**src/verilog/mpr_params.svh**
```systemverilog
// Constants for the motion-profile parameter register bank.
// Assumes inclusion by bare name from the bank sources only.
`ifndef MPR_PARAMS_SVH
`define MPR_PARAMS_SVH

// Register indices within one bank.
`define MPR_IDX_ACCEL 3'h0
`define MPR_IDX_DECEL 3'h1
`define MPR_IDX_SCALE 3'h2
`define MPR_IDX_RAMP 3'h3
`define MPR_IDX_MODE 3'h4
`define MPR_NUM_REGS 5

// Byte offsets of the pre-register bank and the working bank.
`define MPR_PRE_BASE 8'h00
`define MPR_WORK_BASE 8'h20
`define MPR_BANK_BIT 5
`define MPR_ADDR_HI 7
`define MPR_ADDR_LO 6

// Writable bit masks.
`define MPR_WMASK_RATE 32'h0000_FFFF
`define MPR_WMASK_SCALE 32'h0000_0FFF
`define MPR_WMASK_RAMP 32'h00FF_FFFF
`define MPR_WMASK_MODE 32'h2FFF_FFFF

// Field positions.
`define MPR_MODE_RAMP_MAN_BIT 13
`define MPR_RAMP_SIGN_BIT 23
`define MPR_RAMP_W 24
`define MPR_RATE_W 16
`define MPR_SCALE_W 12

// Reset and fill values.
`define MPR_RESET_VAL 32'h0000_0000
`define MPR_ZERO_RATE 16'h0000

// Speed source selection codes.
`define MPR_SPD_START 2'h0
`define MPR_SPD_RUN 2'h1
`define MPR_SPD_AUX 2'h2

`endif

```
**src/verilog/mpr_pkg.sv**
```systemverilog
// Types shared by the motion-profile parameter register bank.
// Assumes nothing of its surroundings.
`default_nettype none
package mpr_pkg;
  typedef enum logic [0:0] {
    MPR_BUS_IDLE,
    MPR_BUS_RESP
  } mpr_bus_state_t;

  typedef logic [31:0] mpr_word_t;
endpackage : mpr_pkg
`default_nettype wire

```
**src/verilog/mpr_regs.sv**
```systemverilog
// Motion-profile parameter register bank for one axis, APB slave.
// Assumes axis status, remaining pulse count and speed values come from
// logic on pclk; the host keeps written values inside their ranges.
`timescale 1ns/1ps
`default_nettype none
`include "mpr_params.svh"
// Notes on behaviour
// RULE1: Software loads the acceleration rate with 1 to 65,535 in the low 16 bits.
// RULE2: Bits 31 to 16 of both rate registers drop writes and read as zero.
// RULE3: Sign-extension bits drop writes and read as the top value bit.
// RULE4: Software normally loads the deceleration rate with 1 to 65,535.
// RULE5: A zero deceleration rate means the acceleration rate is used to slow down.
// RULE6: Magnification is 12 bits, loaded with 2 to 4,095, upper bits zero.
// RULE7: Pulse rate equals magnification times the selected speed value.
// RULE8: Ramp-down bits 31 to 24 drop writes and read per mode bit 13.
// RULE9: With mode bit 13 clear the ramp-down value is a signed 24-bit offset.
// RULE10: A positive offset starts slowing earlier, a negative one later.
// RULE11: With mode bit 13 set slowing starts when remaining pulses drop below it.
// RULE12: The mode low half holds the flag bits 15 to 7 and the operation code.
// RULE13: The mode upper half holds bits 29 and 27 to 16, with 31, 30, 28 zero.
// RULE14: Each pre-register has a working register that the operation uses.
// RULE15: All registers clear to zero at reset.
// RULE16: Pre-registers move to working registers when stopped or on completion.
// RULE17: Written values are not range-checked.
module mpr_regs #(
  parameter int CNT_W = 28
) (
  // Clock, reset, clock enable
  input wire logic pclk,
  input wire logic presetn,
  input wire logic ce,
  // APB slave
  input wire logic psel,
  input wire logic penable,
  input wire logic pwrite,
  input wire logic [7:0] paddr,
  input wire logic [31:0] pwdata,
  output logic [31:0] prdata,
  output logic pready,
  output logic pslverr,
  // Axis status
  input wire logic axis_stopped,
  input wire logic op_done,
  input wire logic [CNT_W-1:0] remaining_pulses,
  input wire logic [CNT_W-1:0] auto_decel_point,
  // Speed values
  input wire logic [15:0] start_speed_working,
  input wire logic [15:0] run_speed_working,
  input wire logic [15:0] auxiliary_speed_reg,
  input wire logic [1:0] speed_sel,
  // Active parameters
  output logic [15:0] accel_rate_working,
  output logic [15:0] decel_rate_eff,
  output logic [11:0] speed_scale_working,
  output logic [23:0] ramp_down_point_working,
  output logic [31:0] operation_mode_working,
  output logic [27:0] pulse_rate,
  output logic decel_start
);
  if (CNT_W < `MPR_RAMP_W + 1) begin : g_chk
    $error("CNT_W must exceed the ramp-down width");
  end

  mpr_pkg::mpr_word_t pre_r [`MPR_NUM_REGS];
  mpr_pkg::mpr_word_t work_r [`MPR_NUM_REGS];
  mpr_pkg::mpr_bus_state_t bus_state_r;
  mpr_pkg::mpr_word_t prdata_r;
  logic pready_r;
  logic pslverr_r;
  logic pend_r;
  logic [15:0] decel_eff_r;
  logic decel_start_r;
  logic [15:0] spd_mux;
  logic [27:0] rate_w;

  // Address decode.
  logic [2:0] idx;
  logic bank_work;
  logic addr_ok;
  logic wr_go;
  logic xfer;
  assign idx = paddr[4:2];
  assign bank_work = paddr[`MPR_BANK_BIT];
  assign addr_ok = (paddr[`MPR_ADDR_HI:`MPR_ADDR_LO] == 2'h0) && (paddr[1:0] == 2'h0)
                   && (idx < 3'(`MPR_NUM_REGS));
  assign wr_go = ce && psel && penable && pwrite && pready_r && addr_ok;
  // The pending copy fires while stopped, and completion copies whenever ce is high.
  assign xfer = ce && (op_done || (axis_stopped && pend_r)); // RULE16

  // Writable mask per register index.
  function automatic mpr_pkg::mpr_word_t wmask(input logic [2:0] i);
    mpr_pkg::mpr_word_t m;
    m = `MPR_RESET_VAL;
    case (i)
      `MPR_IDX_ACCEL: m = `MPR_WMASK_RATE; // RULE2
      `MPR_IDX_DECEL: m = `MPR_WMASK_RATE; // RULE2
      `MPR_IDX_SCALE: m = `MPR_WMASK_SCALE; // RULE6
      `MPR_IDX_RAMP: m = `MPR_WMASK_RAMP; // RULE8
      `MPR_IDX_MODE: m = `MPR_WMASK_MODE; // RULE13
      default: m = `MPR_RESET_VAL;
    endcase
    return m;
  endfunction : wmask

  // Read view: ramp-down upper byte follows the bank's own mode bit.
  function automatic mpr_pkg::mpr_word_t rview(input logic [2:0] i,
                                               input mpr_pkg::mpr_word_t v,
                                               input logic manual);
    mpr_pkg::mpr_word_t r;
    r = v & wmask(i);
    if (i == `MPR_IDX_RAMP) begin
      if (manual) begin
        r = v & `MPR_WMASK_RAMP; // RULE11
      end else begin
        r = {{8{v[`MPR_RAMP_SIGN_BIT]}}, v[`MPR_RAMP_W-1:0]}; // RULE3 RULE9
      end
    end
    return r;
  endfunction : rview

  // Pre-register and working register storage.
  for (genvar g = 0; g < `MPR_NUM_REGS; g++) begin : g_reg
    always_ff @(posedge pclk or negedge presetn) begin
      if (!presetn) begin
        pre_r[g] <= `MPR_RESET_VAL; // RULE15
      end else if (wr_go && !bank_work && (idx == 3'(g))) begin
        pre_r[g] <= pwdata & wmask(3'(g)); // RULE17
      end
    end

    always_ff @(posedge pclk or negedge presetn) begin
      if (!presetn) begin
        work_r[g] <= `MPR_RESET_VAL; // RULE15
      end else if (wr_go && bank_work && (idx == 3'(g))) begin
        work_r[g] <= pwdata & wmask(3'(g));
      end else if (xfer) begin
        work_r[g] <= pre_r[g]; // RULE14
      end
    end
  end

  // A pre-register write waits for the axis to stop, or for op_done, before it is copied.
  always_ff @(posedge pclk or negedge presetn) begin
    if (!presetn) begin
      pend_r <= 1'b0;
    end else if (wr_go && !bank_work) begin
      pend_r <= 1'b1;
    end else if (xfer) begin
      pend_r <= 1'b0;
    end
  end

  // APB response: pready rises one cycle into the access phase.
  always_ff @(posedge pclk or negedge presetn) begin
    if (!presetn) begin
      bus_state_r <= mpr_pkg::MPR_BUS_IDLE;
      pready_r <= 1'b0;
      pslverr_r <= 1'b0;
    end else if (ce) begin
      case (bus_state_r)
        mpr_pkg::MPR_BUS_IDLE: begin
          if (psel && penable) begin
            bus_state_r <= mpr_pkg::MPR_BUS_RESP;
            pready_r <= 1'b1;
            pslverr_r <= !addr_ok;
          end
        end
        mpr_pkg::MPR_BUS_RESP: begin
          bus_state_r <= mpr_pkg::MPR_BUS_IDLE;
          pready_r <= 1'b0;
          pslverr_r <= 1'b0;
        end
        default: begin
          bus_state_r <= mpr_pkg::MPR_BUS_IDLE;
          pready_r <= 1'b0;
          pslverr_r <= 1'b0;
        end
      endcase
    end
  end

  // Read data is captured as pready rises and held while it stands.
  always_ff @(posedge pclk or negedge presetn) begin
    if (!presetn) begin
      prdata_r <= `MPR_RESET_VAL;
    end else if (ce && (bus_state_r == mpr_pkg::MPR_BUS_IDLE)) begin
      if (psel && penable && !pwrite && addr_ok) begin
        if (bank_work) begin
          prdata_r <= rview(idx, work_r[idx],
                            work_r[`MPR_IDX_MODE][`MPR_MODE_RAMP_MAN_BIT]); // RULE8
        end else begin
          prdata_r <= rview(idx, pre_r[idx],
                            pre_r[`MPR_IDX_MODE][`MPR_MODE_RAMP_MAN_BIT]); // RULE8
        end
      end else begin
        prdata_r <= `MPR_RESET_VAL;
      end
    end
  end

  // Effective deceleration rate.
  always_ff @(posedge pclk or negedge presetn) begin
    if (!presetn) begin
      decel_eff_r <= `MPR_ZERO_RATE;
    end else if (ce) begin
      if (work_r[`MPR_IDX_DECEL][`MPR_RATE_W-1:0] == `MPR_ZERO_RATE) begin
        decel_eff_r <= work_r[`MPR_IDX_ACCEL][`MPR_RATE_W-1:0]; // RULE5
      end else begin
        decel_eff_r <= work_r[`MPR_IDX_DECEL][`MPR_RATE_W-1:0];
      end
    end
  end

  // Deceleration start point.
  logic signed [CNT_W+1:0] auto_thr;
  logic signed [CNT_W+1:0] remain_s;
  assign remain_s = $signed({2'b00, remaining_pulses});
  assign auto_thr = $signed({2'b00, auto_decel_point})
                    + (CNT_W+2)'($signed(work_r[`MPR_IDX_RAMP][`MPR_RAMP_W-1:0]));

  always_ff @(posedge pclk or negedge presetn) begin
    if (!presetn) begin
      decel_start_r <= 1'b0;
    end else if (ce) begin
      if (work_r[`MPR_IDX_MODE][`MPR_MODE_RAMP_MAN_BIT]) begin
        decel_start_r <= remaining_pulses
                         < CNT_W'(work_r[`MPR_IDX_RAMP][`MPR_RAMP_W-1:0]); // RULE11
      end else begin
        decel_start_r <= remain_s <= auto_thr; // RULE10
      end
    end
  end

  // Speed source for the pulse rate product.
  always_comb begin
    spd_mux = start_speed_working;
    case (speed_sel)
      `MPR_SPD_START: spd_mux = start_speed_working;
      `MPR_SPD_RUN: spd_mux = run_speed_working;
      `MPR_SPD_AUX: spd_mux = auxiliary_speed_reg;
      default: spd_mux = start_speed_working;
    endcase
  end

  mpr_speed_scale #(
    .SCALE_W(`MPR_SCALE_W),
    .SPEED_W(`MPR_RATE_W)
  ) u_scale (
    .pclk(pclk),
    .presetn(presetn),
    .ce(ce),
    .scale(work_r[`MPR_IDX_SCALE][`MPR_SCALE_W-1:0]),
    .speed(spd_mux),
    .rate_r(rate_w)
  );

  // Outputs, all taken from flip-flops.
  assign prdata = prdata_r;
  assign pready = pready_r;
  assign pslverr = pslverr_r;
  assign accel_rate_working = work_r[`MPR_IDX_ACCEL][`MPR_RATE_W-1:0];
  assign decel_rate_eff = decel_eff_r;
  assign speed_scale_working = work_r[`MPR_IDX_SCALE][`MPR_SCALE_W-1:0];
  assign ramp_down_point_working = work_r[`MPR_IDX_RAMP][`MPR_RAMP_W-1:0];
  assign operation_mode_working = work_r[`MPR_IDX_MODE]; // RULE12
  assign pulse_rate = rate_w;
  assign decel_start = decel_start_r;
endmodule : mpr_regs
`default_nettype wire

```
**src/verilog/mpr_speed_scale.sv**
```systemverilog
// Registered product of speed magnification and a speed register value.
// Assumes inputs come from logic on the same clock.
`timescale 1ns/1ps
`default_nettype none
`include "mpr_params.svh"
module mpr_speed_scale #(
  parameter int SCALE_W = `MPR_SCALE_W,
  parameter int SPEED_W = `MPR_RATE_W
) (
  // Clock and reset
  input wire logic pclk,
  input wire logic presetn,
  input wire logic ce,
  // Operands
  input wire logic [SCALE_W-1:0] scale,
  input wire logic [SPEED_W-1:0] speed,
  // Result
  output logic [SCALE_W+SPEED_W-1:0] rate_r
);
  always_ff @(posedge pclk or negedge presetn) begin
    if (!presetn) begin
      rate_r <= '0;
    end else if (ce) begin
      rate_r <= scale * speed; // RULE7
    end
  end
endmodule : mpr_speed_scale
`default_nettype wire
```
**config.mk**
```make
export PLATFORM = sky130hd
export DESIGN_NAME = mpr_regs
export DESIGN_NICKNAME = d
export VERILOG_FILES = /design/src/verilog/mpr_pkg.sv /design/src/verilog/mpr_regs.sv /design/src/verilog/mpr_speed_scale.sv
export VERILOG_INCLUDE_DIRS = /design/src /design/src/verilog
export SDC_FILE = /design/constraint.sdc
export NUM_CORES = 1
export LEC_CHECK = 0
export ABC_AREA = 1
export BUFFER_PORTS_ARGS = -buffer_cell sky130_fd_sc_hd__buf_2
export CORE_MARGIN = 5
export CORE_UTILIZATION = 45
export DETAILED_ROUTE_END_ITERATION = 10
export PLACE_DENSITY = 0.65
export SETUP_SLACK_MARGIN = 0.1
export SYNTH_ARGS = -nofsm -noshare
export SYNTH_HDL_FRONTEND = slang
export SYNTH_SLANG_ARGS = --single-unit
```
**constraint.sdc**
```tcl
create_clock -name pclk -period 13.7 [get_ports pclk]
set_input_delay 3.425 -clock pclk [delete_from_list [all_inputs] [get_ports pclk]]
set_output_delay 3.425 -clock pclk [all_outputs]
set_load 0.02 [all_outputs]
```
=== Yosys cells after proc, flatten, opt, wreduce, memory -nomap -nowiden ===
Index checks and enable logic that the tools add are counted.

* Flip-flop bits (word level): 338
* Output and inout port bits: 163
* RAM bits: 0
* Word-level logic and storage cells: 116
* Memory bits (read-only): 0
* Latch bits: 0
* Input bits: 154
* Memories kept: 0

* Reductions and logical operators: 41
* $mul: 1
* Mux-type cells: 40
* Equality and inequality tests: 7
* Bitwise gates (word level): 4
* Div/mod/pow operators: 0
* Shift operators: 0
* $lt $le $gt $ge: 4
* Add/subtract/negate cells: 1

{| class="wikitable"
|+ Operator list
! cell !! number
|-
| 32-bit two-way mux || 26
|-
| 32-bit binary-select mux with 3-bit select || 2
|-
| 30-bit one-hot mux with 4 select lines || 1
|-
| 32-bit bitwise AND || 2
|-
| 16-bit one-hot mux with 2 select lines || 1
|-
| 29-bit by 24-bit adder with 30-bit output || 1
|-
| 29-bit by 30-bit <= comparator with 1-bit output || 1
|-
| 28-bit by 24-bit < comparator with 1-bit output || 1
|-
| 12-bit by 16-bit multiplier with 28-bit output || 1
|-
| 1-bit logical AND || 25
|-
| 16-bit logical NOT || 1
|-
| 16-bit two-way mux || 1
|-
| 2-bit nonzero test || 6
|-
| 3-bit by 2-bit == test with 1-bit output (second input constant) || 2
|-
| 1-bit two-way mux || 6
|-
| 1-bit one-hot mux with 2 select lines || 3
|-
| 4-bit >= comparator (second input constant) || 1
|-
| 2-bit logical NOT || 2
|-
| 3-bit inverter with 4-bit output || 1
|-
| 3-bit by 1-bit == test with 1-bit output (second input constant) || 1
|-
| 3-bit == test (second input constant) || 1
|-
| 1-bit logical NOT || 3
|-
| 3-bit logical NOT || 1
|-
| 3-bit < comparator (second input constant) || 1
|-
| 7 further kinds || 7
|}

=== Longest topological paths before layout ===
* Depth after elaboration: 10
* Gate-level depth with buffers: 33

=== By module ===
From an unflattened synthesis, not the netlist that was laid out.

* Cells, all modules: 3024
* Area, all modules: 23189.7 um^2

{| class="wikitable"
|+ Modules (own cells, without submodules)
! module !! area each (um^2) !! seq. area each (um^2) !! cells each !! times used
|-
| mpr_regs || 15319.7 || 6130.9 || 1911 || 1
|-
| mpr_speed_scale || 7870.0 || 700.7 || 1113 || 1
|}

=== Worst setup path after synthesis ===
No wires, ideal clock.

* Kind: input -> register
* From: input speed_sel[0]
* To: register u_scale.rate_r[22]
* Path slack: 4.788 ns
* Cell stages on the path: 28
* Required time: 13.582 ns
* Data arrival time: 8.794 ns
* Buffers on the path: 2
* Cells stage by stage: inv_1 ha_1 clkbuf_1 inv_1 clkbuf_1 or2_2 nand2_1 inv_1 nand2_1 fa_1 fa_1 inv_1 fa_1 fa_1 inv_1 fa_1 inv_1 ha_1 nand2_1 nand2_1 a31oi_1 nand3_1 a21oi_1 or2_2 nand2_1 or2_2 nand3_1 nand2_1

* Longest elaborated chain between the ends: 3
* Elaborated cells between the ends (all ways): 4
* Those cells by class: mul: 1; eq/ne: 2; mux: 1

{| class="wikitable"
|+ RTL lines
! what !! line !! text
|-
| start: declaration || mpr_regs.sv:50 || <nowiki>input wire logic [1:0] speed_sel,</nowiki>
|-
| 2-bit == test or 2-bit by 1-bit == test with 1-bit output (tied branches) || mpr_regs.sv:237 || <nowiki>case (speed_sel)</nowiki>
|-
| 16-bit one-hot mux with 2 select lines * || mpr_regs.sv:237 ||
|-
| 12-bit by 16-bit multiplier with 28-bit output * || mpr_speed_scale.sv:24 || <nowiki>rate_r <= scale * speed;</nowiki>
|-
| end signal: assignment || mpr_speed_scale.sv:24 ||
|-
| end: declaration || mpr_speed_scale.sv:18 || <nowiki>output logic [SCALE_W+SPEED_W-1:0] rate_r</nowiki>
|}

Mark *: on every way between the ends. The rest lies on a longest branch, timed or not.
A chain may end at the register's enable or synchronous reset.

=== Worst setup path in the final report ===
* From: input speed_sel[0]
* To: register u_scale.rate_r[27]

Same word-level chain as after synthesis.

==> results.cfg <==
[die]
fp.dieH_um = 231
rows = 81
die_area_um2 = 53400
die_x_um = 231
ios = 317
initial_core_util_pct = 45.2
fp.coreArea_um2 = 48600

[clock_tree]
insertion_delay_ps = 590
clk_pin_slew_worst_paths_ps = 50
cts_setup_buffers = 0
root_buffer = clkbuf_16
numCtsBuffers = 31
cts_sinks = 273
h-tree-depth = 1
cts_resized = 0
cts_tree = done
holdBufCountCts = 0
cts.path.max_buffers = 3

[place]
dp_cells = 3467
dp_hpwl_mm = 59.0
dp_slack_ps = 3670
portBuffers = 310
gp_congestion = 0.982
place_area_um2 = 23400

[worst_setup_path]
crit_fanout = 17
required_ps = 14170
rr_startpoint = speed_scale_working[6]
path_buf_inv = 8
slowest_stage = ha_1
crit_family = adder cells
crit_path_max_incr_delay_ps = 590
crit_path_start_kind = input port
crit_arrival_ps = 9920
endpoint_kind = register
crit_path_start = speed_sel[0]
crit_type = input port to register

[synth]
syn_area_per_cell_um2 = 8.08
ys.flop_type = dfrtp_1
yosysSeqAreaShare_pct = 31.1
synth.area.top_cells = dfrtp_1 31%, fa_1 13%, nand2_1 10%
async_reset_ff_share_pct = 100
ys_ff_latch = 273
synth-edff-count = 0
yosysWarnings = 0
synth_top_area_cell = dfrtp_1
ys_types = 45
syn_inst = 2722
syn_area_um2 = 22000
synth_top_area_share_pct = 31.1

[timing]
hold_slack_ps = 478
hold_viol = 0
rsz0062_at_grt = false
relSlewSlack_pct = 25.6
timing.final.ws_setup_ps = 4250
period_share_pct = 69.0
finalCriticalPeriod_ps = 9450
drv_slew = 0
clock.fmax_mhz = 106
setup_tns_ps = 0
worst_slew_pin_slew_ps = 1120
finClkSkew_ps = 8.18
setup_viol = 0

[finish]
n_antenna_cell = 0
design_area_um2 = 24300
instances_no_fill = 3518
area_growth_syn_to_layout_pct = 10.6
nFillCells = 4753
drive_gt1_share_pct = 14.0
finalNetCount = 3321
utilization_pct = 50.0

[route]
wirelength_mm = 76.9
post_drt_wl_per_cell_um = 21.9
num_vias = 20200
first_pass_iters = 7
drc = 0
drt_iter0_drc = 1954
routed_via_density = 5.75
antenna_left = 0

[grt]
grt_antenna_before_repair = 3
grt_pass1_vias = 20000
groute.usage.overall_pct = 28.2
grt-ovfl-total = 0
grt_max_degree = 138
grt_pass1_wl_mm = 119

[worst_hold_path]
hp-start = prdata[13]
holdCritPathClass = register to register

[power]
p_per_area_nw_per_um2 = 76.9
p_leak_nw = 12.3
ir_drop_mv = 0.0783
finalPower_mw = 1.87

[job]
maxCapViolations = 0

[run_status]
status = complete, no violations
[worst paths after layout]
path / end / slack, ps / cells after the start
max in group asynchronous: work_r[98] / 9080 / 2
min in group asynchronous: prdata[20] / 2960 / 1
worst max-delay path: u_scale.rate_r[27] / 4250 / 28
worst min-delay path: prdata[13] / 480 / 2
worst max register to register: u_scale.rate_r[27] / 7770 / 21
worst min register to register: prdata[13] / 480 / 2
[layer usage]
metal	GRT usage [%]	wire length, um	up-vias
met5	0	23	-
met4	7.73	2460	6
met3	4.47	6360	133
met2	43.9	34100	942
met1	41.2	34000	9885
li1	-	-	9262
[cells in the mapped netlist, drive strengths merged (4+ instances only)]
library cell / instances
or2: 14
xor2: 19
a21o: 4
fa: 141
nor3: 9
inv: 372
o21a: 13
ha: 148
dfrtp: 273
a221o: 16
buf: 117
a21oi: 102
o22ai: 11
clkbuf: 94
o221ai: 118
nor2: 173
a211oi: 4
a31oi: 23
o21bai: 6
a221oi: 4
o211ai: 23
nand2: 589
clkinv: 18
o21ai: 187
nand4: 17
xnor2: 20
nor4: 9
nand3: 170
a32o: 13
[power breakdown]
part / switching [mW] / internal, mW / leakage [nW] / total [mW]
sequential: 0.00701 / 0.815 / 3.78 / 0.822
combinational: 0.185 / 0.0705 / 8.06 / 0.256
clock: 0.347 / 0.445 / 0.466 / 0.793
[tightest hold or removal path, cell delays in order (launching register included)]
cell and delay, ps:
dfrtp_1 330, nand2_1 50, o21ai_0 60
[layout make-up]
cell class / count / area (um^2) / area share [%]
Multi-Input combinational cell: 1850 / 12600 / 51.7
Sequential cell: 273 / 6830 / 28.1
Timing Repair Buffer: 332 / 1730 / 7.10
Inverter: 390 / 1460 / 6.02
Clock buffer: 43 / 881 / 3.62
Tap cell: 622 / 778 / 3.20
Clock inverter: 8 / 65.1 / 0.268
[sequential cells by signal, summed over array words and instances (netlist names), 16 cells and up]
| signal | cells |
|---|---|
| pre_r | 97 |
| prdata | 30 |
| operation_mode_working | 29 |
| u_scale.rate_r | 28 |
| ramp_down_point_working | 24 |
| accel_rate_working | 16 |
| decel_rate_eff | 16 |
| work_r | 16 |
[cell usage in the layout (no fill, tap or decap), types with 12 or more instances in the layout]
master	instances
o21a_1	13
o21ai_0	175
a221o_1	16
dfrtp_1	273
a32o_1	13
o221ai_1	118
buf_4	22
ha_1	148
nand2_1	589
a31oi_1	23
nand3_1	169
nand4_1	17
o21ai_1	12
o211ai_1	23
nor2_1	172
clkinv_1	18
a21oi_1	101
clkbuf_16	31
inv_1	366
fa_1	141
or2_2	14
buf_2	309
xor2_1	19
xnor2_1	20
[kinds of logic (layout without fill, tap and decap cells)]
kind of cell    after synthesis  after routing  share of synthesized area [%]
simple gates                985            985                           18.4
buf+inv                     601            773                           11.9
compound gates              534            534                           15.8
fa+ha+maj                   289            289                           21.3
flops                       273            273                           31.1
xor+xnor                     39             39                           1.55
other cells                   1              3                         0.0171
Note: power is estimated with default switching activity, not from simulation.
